`src/core/caf_map.vh`:
```
// register offsets, field positions and frame-type codes for the acceptance filter
`ifndef CAF_MAP_VH
`define CAF_MAP_VH
`define CAF_ADDR_W        2
`define CAF_OFS_FIL_HI    2'h0
`define CAF_OFS_FIL_LO    2'h1
`define CAF_OFS_MSK_HI    2'h2
`define CAF_OFS_MSK_LO    2'h3
`define CAF_LO_FIELD_HI   7
`define CAF_LO_FIELD_LO   4
`define CAF_CMP_W         12
`define CAF_ID_W          11
`define CAF_NIB_ZERO      4'h0
`define CAF_BYTE_ZERO     8'h00
`define CAF_CMP_ZERO      12'h000
`define CAF_BIT_ZERO      1'h0
`define CAF_ID_ZERO       11'h000
`define CAF_KIND_DATA     2'h0
`define CAF_KIND_EXT      2'h1
`define CAF_KIND_OVLD     2'h2
`endif

```
`src/core/caf_filter.v`:
```
// acceptance filter, filter and mask registers, and frame-scope gating
//
// Implementation choices: the address map and the strobed register port.
`timescale 1ns/1ns
`include "caf_map.vh"

// Functional notes
// - standard frames, base protocol arbitration only
// - extended frames acknowledged, never stored
// - overload frames recognised, never generated
// - compare filter with identifier plus RTR
// - mask one needs equality, zero ignores
// - store only on full masked match
// - filter high holds filter bits 11..4
// - filter low holds bits 3..0 at 7..4
// - mask high holds mask bits 11..4
module caf_filter
(
   input  wire                     clock_i,
   input  wire                     rst_b_i,
   input  wire [`CAF_ADDR_W-1:0]   addr_i,
   input  wire [7:0]               wdata_i,
   input  wire                     wr_i,
   input  wire                     rd_i,
   output reg  [7:0]               rdata_o,
   input  wire                     frm_valid_i,
   input  wire [1:0]               frm_kind_i,
   input  wire [`CAF_ID_W-1:0]     frm_id_i,
   input  wire                     frm_rtr_i,
   input  wire                     frm_crc_ok_i,
   output wire                     ack_o,
   output wire                     ovld_req_o,
   output reg                      store_o,
   output reg  [`CAF_ID_W-1:0]     store_id_o,
   output reg                      store_rtr_o,
   output reg                      discard_o,
   output reg                      match_q_o
);

   // filter and mask storage; low halves keep only their upper nibble
   reg  [7:0]             fil_hi_q;
   reg  [7:0]             fil_hi_d;
   reg  [3:0]             fil_lo_q;
   reg  [3:0]             fil_lo_d;
   reg  [7:0]             msk_hi_q;
   reg  [7:0]             msk_hi_d;
   reg  [3:0]             msk_lo_q;
   reg  [3:0]             msk_lo_d;

   reg  [7:0]             rdata_d;
   reg                    store_d;
   reg                    discard_d;
   reg                    match_d;
   reg  [`CAF_ID_W-1:0]   store_id_d;
   reg                    store_rtr_d;

   wire [`CAF_CMP_W-1:0]  accept_value_bits;
   wire [`CAF_CMP_W-1:0]  accept_care_bits;
   wire [`CAF_CMP_W-1:0]  rx_bits;
   wire                   hit;
   wire                   is_std;
   wire                   is_ovld;
   wire                   frame_ok;
   wire                   accept;

   wire                   wr_fil_hi;
   wire                   wr_fil_lo;
   wire                   wr_msk_hi;
   wire                   wr_msk_lo;
   wire                   rd_fil_hi;
   wire                   rd_fil_lo;
   wire                   rd_msk_hi;
   wire                   rd_msk_lo;

   // full masked compare of 12 positions
   function match_f;
      input [`CAF_CMP_W-1:0] val;
      input [`CAF_CMP_W-1:0] care;
      input [`CAF_CMP_W-1:0] rx;
      begin
         match_f = (((val ^ rx) & care) == `CAF_CMP_ZERO);
      end
   endfunction

   // one strobe aimed at one register index
   function sel_f;
      input                   stb;
      input [`CAF_ADDR_W-1:0] addr;
      input [`CAF_ADDR_W-1:0] ofs;
      begin
         sel_f = stb & (addr == ofs);
      end
   endfunction

   // reserved low bits of a write are dropped, not stored
   function [3:0] lo_field_f;
      input [7:0] data;
      begin
         lo_field_f = data[`CAF_LO_FIELD_HI:`CAF_LO_FIELD_LO];
      end
   endfunction

   // reserved nibble always reads zero
   function [7:0] lo_read_f;
      input [3:0] nib;
      begin
         lo_read_f = {nib, `CAF_NIB_ZERO};
      end
   endfunction

   // frame kind decode
   function kind_is_f;
      input [1:0] kind;
      input [1:0] code;
      begin
         kind_is_f = (kind == code);
      end
   endfunction

   assign accept_value_bits = {fil_hi_q, fil_lo_q};
   assign accept_care_bits  = {msk_hi_q, msk_lo_q};
   assign rx_bits           = {frm_id_i, frm_rtr_i};
   assign hit               = match_f(accept_value_bits, accept_care_bits, rx_bits);
   assign is_std            = kind_is_f(frm_kind_i, `CAF_KIND_DATA);
   assign is_ovld           = kind_is_f(frm_kind_i, `CAF_KIND_OVLD);
   assign frame_ok          = frm_valid_i & frm_crc_ok_i;
   // extended frames never pass here, so they are never stored
   assign accept            = frame_ok & is_std & hit;

   assign wr_fil_hi = sel_f(wr_i, addr_i, `CAF_OFS_FIL_HI);
   assign wr_fil_lo = sel_f(wr_i, addr_i, `CAF_OFS_FIL_LO);
   assign wr_msk_hi = sel_f(wr_i, addr_i, `CAF_OFS_MSK_HI);
   assign wr_msk_lo = sel_f(wr_i, addr_i, `CAF_OFS_MSK_LO);
   assign rd_fil_hi = sel_f(rd_i, addr_i, `CAF_OFS_FIL_HI);
   assign rd_fil_lo = sel_f(rd_i, addr_i, `CAF_OFS_FIL_LO);
   assign rd_msk_hi = sel_f(rd_i, addr_i, `CAF_OFS_MSK_HI);
   assign rd_msk_lo = sel_f(rd_i, addr_i, `CAF_OFS_MSK_LO);

   // every well-formed frame except an overload frame is acknowledged, extended ones too
   assign ack_o      = frame_ok & ~is_ovld;
   // this node never starts an overload frame
   assign ovld_req_o = `CAF_BIT_ZERO;

   always @*
   begin
      fil_hi_d = fil_hi_q;
      if (wr_fil_hi)
      begin
         fil_hi_d = wdata_i;
      end
   end

   always @*
   begin
      fil_lo_d = fil_lo_q;
      if (wr_fil_lo)
      begin
         fil_lo_d = lo_field_f(wdata_i);
      end
   end

   always @*
   begin
      msk_hi_d = msk_hi_q;
      if (wr_msk_hi)
      begin
         msk_hi_d = wdata_i;
      end
   end

   always @*
   begin
      msk_lo_d = msk_lo_q;
      if (wr_msk_lo)
      begin
         msk_lo_d = lo_field_f(wdata_i);
      end
   end

   // undefined after reset in the device; zero keeps simulation known
   always @(posedge clock_i or negedge rst_b_i)
   begin
      if (!rst_b_i)
      begin
         fil_hi_q <= `CAF_BYTE_ZERO;
      end
      else
      begin
         fil_hi_q <= fil_hi_d;
      end
   end

   always @(posedge clock_i or negedge rst_b_i)
   begin
      if (!rst_b_i)
      begin
         fil_lo_q <= `CAF_NIB_ZERO;
      end
      else
      begin
         fil_lo_q <= fil_lo_d;
      end
   end

   always @(posedge clock_i or negedge rst_b_i)
   begin
      if (!rst_b_i)
      begin
         msk_hi_q <= `CAF_BYTE_ZERO;
      end
      else
      begin
         msk_hi_q <= msk_hi_d;
      end
   end

   always @(posedge clock_i or negedge rst_b_i)
   begin
      if (!rst_b_i)
      begin
         msk_lo_q <= `CAF_NIB_ZERO;
      end
      else
      begin
         msk_lo_q <= msk_lo_d;
      end
   end

   // read data stands only in the cycle after the strobe
   always @*
   begin
      rdata_d = `CAF_BYTE_ZERO;
      if (rd_fil_hi)
      begin
         rdata_d = fil_hi_q;
      end
      else if (rd_fil_lo)
      begin
         rdata_d = lo_read_f(fil_lo_q);
      end
      else if (rd_msk_hi)
      begin
         rdata_d = msk_hi_q;
      end
      else if (rd_msk_lo)
      begin
         rdata_d = lo_read_f(msk_lo_q);
      end
   end

   always @(posedge clock_i or negedge rst_b_i)
   begin
      if (!rst_b_i)
      begin
         rdata_o <= `CAF_BYTE_ZERO;
      end
      else
      begin
         rdata_o <= rdata_d;
      end
   end

   // registered verdict, so each strobe is one clean pulse
   always @*
   begin
      store_d   = accept;
      discard_d = frm_valid_i & ~accept;
   end

   always @*
   begin
      match_d = match_q_o;
      if (frm_valid_i)
      begin
         match_d = hit;
      end
   end

   // stored identifier is held until the next accepted frame
   always @*
   begin
      store_id_d  = store_id_o;
      store_rtr_d = store_rtr_o;
      if (accept)
      begin
         store_id_d  = frm_id_i;
         store_rtr_d = frm_rtr_i;
      end
   end

   always @(posedge clock_i or negedge rst_b_i)
   begin
      if (!rst_b_i)
      begin
         store_o <= `CAF_BIT_ZERO;
      end
      else
      begin
         store_o <= store_d;
      end
   end

   always @(posedge clock_i or negedge rst_b_i)
   begin
      if (!rst_b_i)
      begin
         discard_o <= `CAF_BIT_ZERO;
      end
      else
      begin
         discard_o <= discard_d;
      end
   end

   always @(posedge clock_i or negedge rst_b_i)
   begin
      if (!rst_b_i)
      begin
         match_q_o <= `CAF_BIT_ZERO;
      end
      else
      begin
         match_q_o <= match_d;
      end
   end

   always @(posedge clock_i or negedge rst_b_i)
   begin
      if (!rst_b_i)
      begin
         store_id_o <= `CAF_ID_ZERO;
      end
      else
      begin
         store_id_o <= store_id_d;
      end
   end

   always @(posedge clock_i or negedge rst_b_i)
   begin
      if (!rst_b_i)
      begin
         store_rtr_o <= `CAF_BIT_ZERO;
      end
      else
      begin
         store_rtr_o <= store_rtr_d;
      end
   end

endmodule

```
`config.mk`:
```
export PLATFORM = sky130hd
export DESIGN_NAME = caf_filter
export DESIGN_NICKNAME = d
export VERILOG_FILES = /design/src/core/caf_filter.v
export VERILOG_INCLUDE_DIRS = /design/src /design/src/core
export SDC_FILE = /design/constraint.sdc
export NUM_CORES = 1
export LEC_CHECK = 0
export BUFFER_PORTS_ARGS = -buffer_cell sky130_fd_sc_hd__buf_2
export CAP_MARGIN = 20
export CORE_MARGIN = 1
export CORE_UTILIZATION = 51
export CTS_BUF_LIST = sky130_fd_sc_hd__clkbuf_16
export DETAILED_ROUTE_END_ITERATION = 10
export PLACE_DENSITY_LB_ADDON = 0.25
export SLEW_MARGIN = 15
export SYNTH_ARGS = -nofsm -noshare
export SYNTH_HDL_FRONTEND = slang
export SYNTH_SLANG_ARGS = --single-unit
```
`constraint.sdc`:
```
create_clock -name clock_i -period 2.6 [get_ports clock_i]
set_clock_uncertainty 0.2 [all_clocks]
set_input_delay 0.52 -clock clock_i [delete_from_list [all_inputs] [get_ports clock_i]]
set_output_delay 0.52 -clock clock_i [all_outputs]
set_load 0.05 [all_outputs]
```
== Word-level counts from Yosys, hierarchy flattened ==
Index checks and enable logic that the tools add are counted.
W data, S select, Z words.
Storage, ports and cells
  bits in registers: 47
  latch bits: 0
  memory bits (writable): 0
  ROM bits: 0
  logic and storage cells: 38
  memories: 0
Operators by class
  add/subtract/negate cells: 0
  multipliers: 0
  divide/modulo/power cells: 0
  $lt $le $gt $ge: 0
  equal/unequal tests: 4
  shifts and indexed selects: 0
  multiplexer cells: 4
  bitwise gates (word level): 17
  reductions and logical operators: 3
Operators with widths (count)
  $mux W8: 4
  $and A1 B1 Y1: 13
  $and A12 B12 Y12: 1
  $logic_not A12 Y1: 1
  $xor A12 B12 Y12: 1
  $eq A2 B2 Y1 const B: 3
  $logic_not A2 Y1: 2
  $eq A2 B1 Y1 const B: 1
  $not A1 Y1: 2

== Logic depth before layout (Yosys ltp) ==
  depth in word-level cells: 6
  gate-level depth with buffers: 6
  mapped depth without buffers: 5

== Worst setup path before layout ==
OpenSTA, ideal clock, no wires.
  kind: input to register
  start point: in frm_id_i[3]
  end point: reg store_id_o[0]
  data arrival time: 1.785 ns
  required time: 2.275 ns
  slack: 0.490 ns
  stages on the path: 6
  cell sequence: xor2_1 -> a22oi_1 -> nand4_1 -> nor3_4 -> buf_6 -> mux2_2
On the way
  cells in the longest elaborated chain, start to end: 4
Ends and longest elaborated chain
  from (decl): line caf_filter.v:28  | input wire [`CAF_ID_W-1:0] frm_id_i,
  $xor A12 B12 Y12: line caf_filter.v:81  | match_f = (((val ^ rx) & care) == `CAF_CMP_ZERO);
  $and A12 B12 Y12: line caf_filter.v:81
  $logic_not A12 Y1 (no source line)
  $and A1 B1 Y1: line caf_filter.v:128  | assign accept = frame_ok & is_std & hit;
  named net accept: line caf_filter.v:64  | wire accept;
  to (signal assigned): line caf_filter.v:331  | store_id_o <= `CAF_ID_ZERO;
  to (signal assigned): line caf_filter.v:335  | store_id_o <= store_id_d;
  to (decl): line caf_filter.v:34  | output reg [`CAF_ID_W-1:0] store_id_o,
The timed path passes the listed nets, and every way through them passes these cells.
A chain may end at the register's enable or synchronous reset.

== Worst setup path in the final report ==
  start point: reg fil_hi_q[6]
  end point: reg store_id_o[9]
On the way
  cells in the longest elaborated chain, start to end: 4
Ends and longest elaborated chain
  from (decl): line caf_filter.v:41  | reg [7:0] fil_hi_q;
  from (signal assigned): line caf_filter.v:185  | fil_hi_q <= `CAF_BYTE_ZERO;
  from (signal assigned): line caf_filter.v:189  | fil_hi_q <= fil_hi_d;
  $xor A12 B12 Y12: line caf_filter.v:81
  $and A12 B12 Y12: line caf_filter.v:81
  $logic_not A12 Y1 (no source line)
  $and A1 B1 Y1: line caf_filter.v:128
Every way passes these cells.

==> flow_summary.ini <==
[timing]
period_needed_ns = 2.32
tightest_slew_ns = 0.676
hold_viol = 0
post-route-period-util_pct = 89.2
slew_headroom_pct = 54.9
finalSetupViolations = 0
grt_setup_unrepaired = no
max_freq_mhz = 431
slew_viol_final = 0
fin_setup_tns_ns = 0

[critical_path]
cp-end-kind = flop
slowest_stage = nor3_4
crit_type = reg2reg
cp.arrival_ns = 2.28
critPathTopFamily = simple AND/OR/NAND/NOR gates
r2r_slack_ns = 0.28
cp_max_fo = 7
cp-start-kind = flop
crit_buf_inv = 1
path_cells = xor2_1, a22oi_1, nand4_1, nor3_4, buf_4, mux2_2
cp.required_ns = 2.57
max_stage_delay_ns = 0.43

[drt]
avgRoutedWirePerCell_um = 16.8
viasPerCell = 5.29
firstDrtPassIters = 4
wl_um = 4160
num_vias = 1311
route.detailed.drc = 0
drtIter0Drc = 27
detail-route-antenna-nets = 0

[final_layout]
drive_above_1_share_pct = 54.0
layout_common_cells = buf_2 (53), dfrtp_1 (47), mux2_2 (37), xor2_1 (12)
num_antenna_cells = 0
nNetsFinal = 229
layout_commonest_cell = buf_2
final_cell_area_mm2 = 0.00252
areaGrowthSynthToFinish_pct = 23.5
fin_cells = 248

[global_route]
antenna_found_initial = 0
track_usage_pct = 22.1
grt_overflow_total = 0
met1_usage_pct = 28.5
grt_pass1_vias = 1406
grt_pass1_wl_um = 6750
gr-usage-met2_pct = 37.6
grt_max_degree = 32
grt-busiest-layer = met2
grtUsageMet3_pct = 4.69

[synthesis]
avgSynthCellArea_um2 = 14.9
synth.net_count = 167
synthArstFlopShare_pct = 100
yosysSeqAreaShare_pct = 57.6
synth_area_mm2 = 0.00204
yosysWarnings = 0
synth-seq-cells = 47
synth-main-ff-cell = dfrtp_1
synth_edf_count = 0
ys_types = 24
synth_cells = 137

[placement]
dp_hpwl_um = 3180
dpl-instance-area_mm2 = 0.00238
port_buffers = 53
dp_cells = 240
place_congestion = 0.836

[floorplan]
die_area_mm2 = 0.00426
die_y_um = 65.3
fp.dieW_um = 65.3
io_pins = 55
fp.coreArea_mm2 = 0.00374
start_util_pct = 54.5
rows = 22

[clocking]
worstSkewPairLatency_ns = 0.28
root_buffer = clkbuf_16
ctsHoldBuffers = 0
cts_max_path_buffers = 2
post_cts_buffers = 0
cts_buffers = 5
htreeDepth = 2
cts_resized = 0
cts.sinks = 47
cts_tree = yes
clkSlewWorstSetupHoldPaths_ns = 0.06

[outcome]
status = finished clean

[hold_path]
hold_path.class = in2async

[pwr]
pwr_density_cell_mw_per_mm2 = 886
leakagePower_uw = 0.00127
peakVddDrop_uv = 511

[flow_run]
maxCapViolCount = 0
worst paths after layout:
path | cells after the start | startpoint | end
min reg2reg | 1 | store_id_o[8]$_DFFE_PN0P_ | store_id_o[8]$_DFFE_PN0P_
max reg2reg | 6 | fil_hi_q[6]$_DFFE_PN0P_ | store_id_o[9]$_DFFE_PN0P_
min | 1 | rst_b_i | store_id_o[0]$_DFFE_PN0P_
max | 6 | fil_hi_q[6]$_DFFE_PN0P_ | store_id_o[9]$_DFFE_PN0P_
max in group asynchronous | 2 | rst_b_i | msk_lo_q[0]$_DFFE_PN0P_
min in group clock_i | 2 | wdata_i[1] | msk_hi_q[1]$_DFFE_PN0P_
worst register-to-register path, cell delays in order, from the launching register on:
cell,delay (ns)
dfrtp_1,0.41
xor2_1,0.17
a22oi_1,0.24
nand4_1,0.21
nor3_4,0.43
buf_4,0.21
mux2_2,0.33
cell families after synthesis:
logic type | Yosys count | synth area share, %
simple gates | 20 | 6.25
other cells | 1 | 0.184
compound gates | 7 | 2.45
buf+inv | 5 | 1.53
xor+xnor | 12 | 5.15
mux | 45 | 26.8
flops | 47 | 57.6
layout make-up:
| cell class | count | area, µm² |
|---|---|---|
| Timing Repair Buffer | 59 | 310 |
| Fill cell | 294 | 1220 |
| Clock inverter | 3 | 11.3 |
| Multi-Input combinational cell | 85 | 833 |
| Clock buffer | 5 | 125 |
| Inverter | 1 | 3.75 |
| Sequential cell | 47 | 1180 |
| Tap cell | 48 | 60.1 |
report_power, final:
| part | total [µW] | internal, µW | switching (µW) | leakage [µW] |
|---|---|---|---|---|
| sequential | 974 | 878 | 96.3 | 0.000589 |
| clock | 589 | 346 | 243 | 0.0000701 |
| combinational | 670 | 239 | 431 | 0.000606 |
| total | 2230 | 1460 | 771 | 0.00127 |
flip-flops by register name (all words and copies together), names as in the netlist:
register / count
store_rtr_o: 1
msk_lo_q: 4
msk_hi_q: 8
store_o: 1
fil_lo_q: 4
discard_o: 1
match_q_o: 1
fil_hi_q: 8
rdata_o: 8
store_id_o: 11
synth_stat cells, drive strengths merged (2+ instances only):
| master | n | area, µm² |
|---|---|---|
| and2 | 4 | 25.0 |
| mux4 | 4 | 90.1 |
| mux2 | 37 | 417 |
| buf | 3 | 23.8 |
| a22oi | 6 | 45.0 |
| dfrtp | 47 | 1180 |
| nand3b | 2 | 15.0 |
| xor2 | 12 | 105 |
| nor2 | 5 | 18.8 |
| nand2 | 2 | 7.51 |
| mux2i | 4 | 40.0 |
layer usage:
layer	wire length [µm]	share of wire [%]	vias up
li1	-	-	612
met1	1760	42	644
met2	2120	51	50
met3	237	5.7	5
met4	32	0.77	0
met5	0	0	-
through the flow:
step / setup WS (ns) / total power (µW) / hold slack, ns / util, %
floorplan: 0.490 / 1470 / 0.0244 / -
global placement: 0.111 / 1640 / 0.286 / 63.7
detailed placement: 0.0940 / 1660 / 0.293 / 63.7
CTS: 0.290 / 2250 / 0.0978 / 67.3
global route: 0.193 / 2330 / 0.130 / 67.3
finish: 0.281 / 2230 / 0.0731 / 67.3
Power figures use the tool's default switching activity.
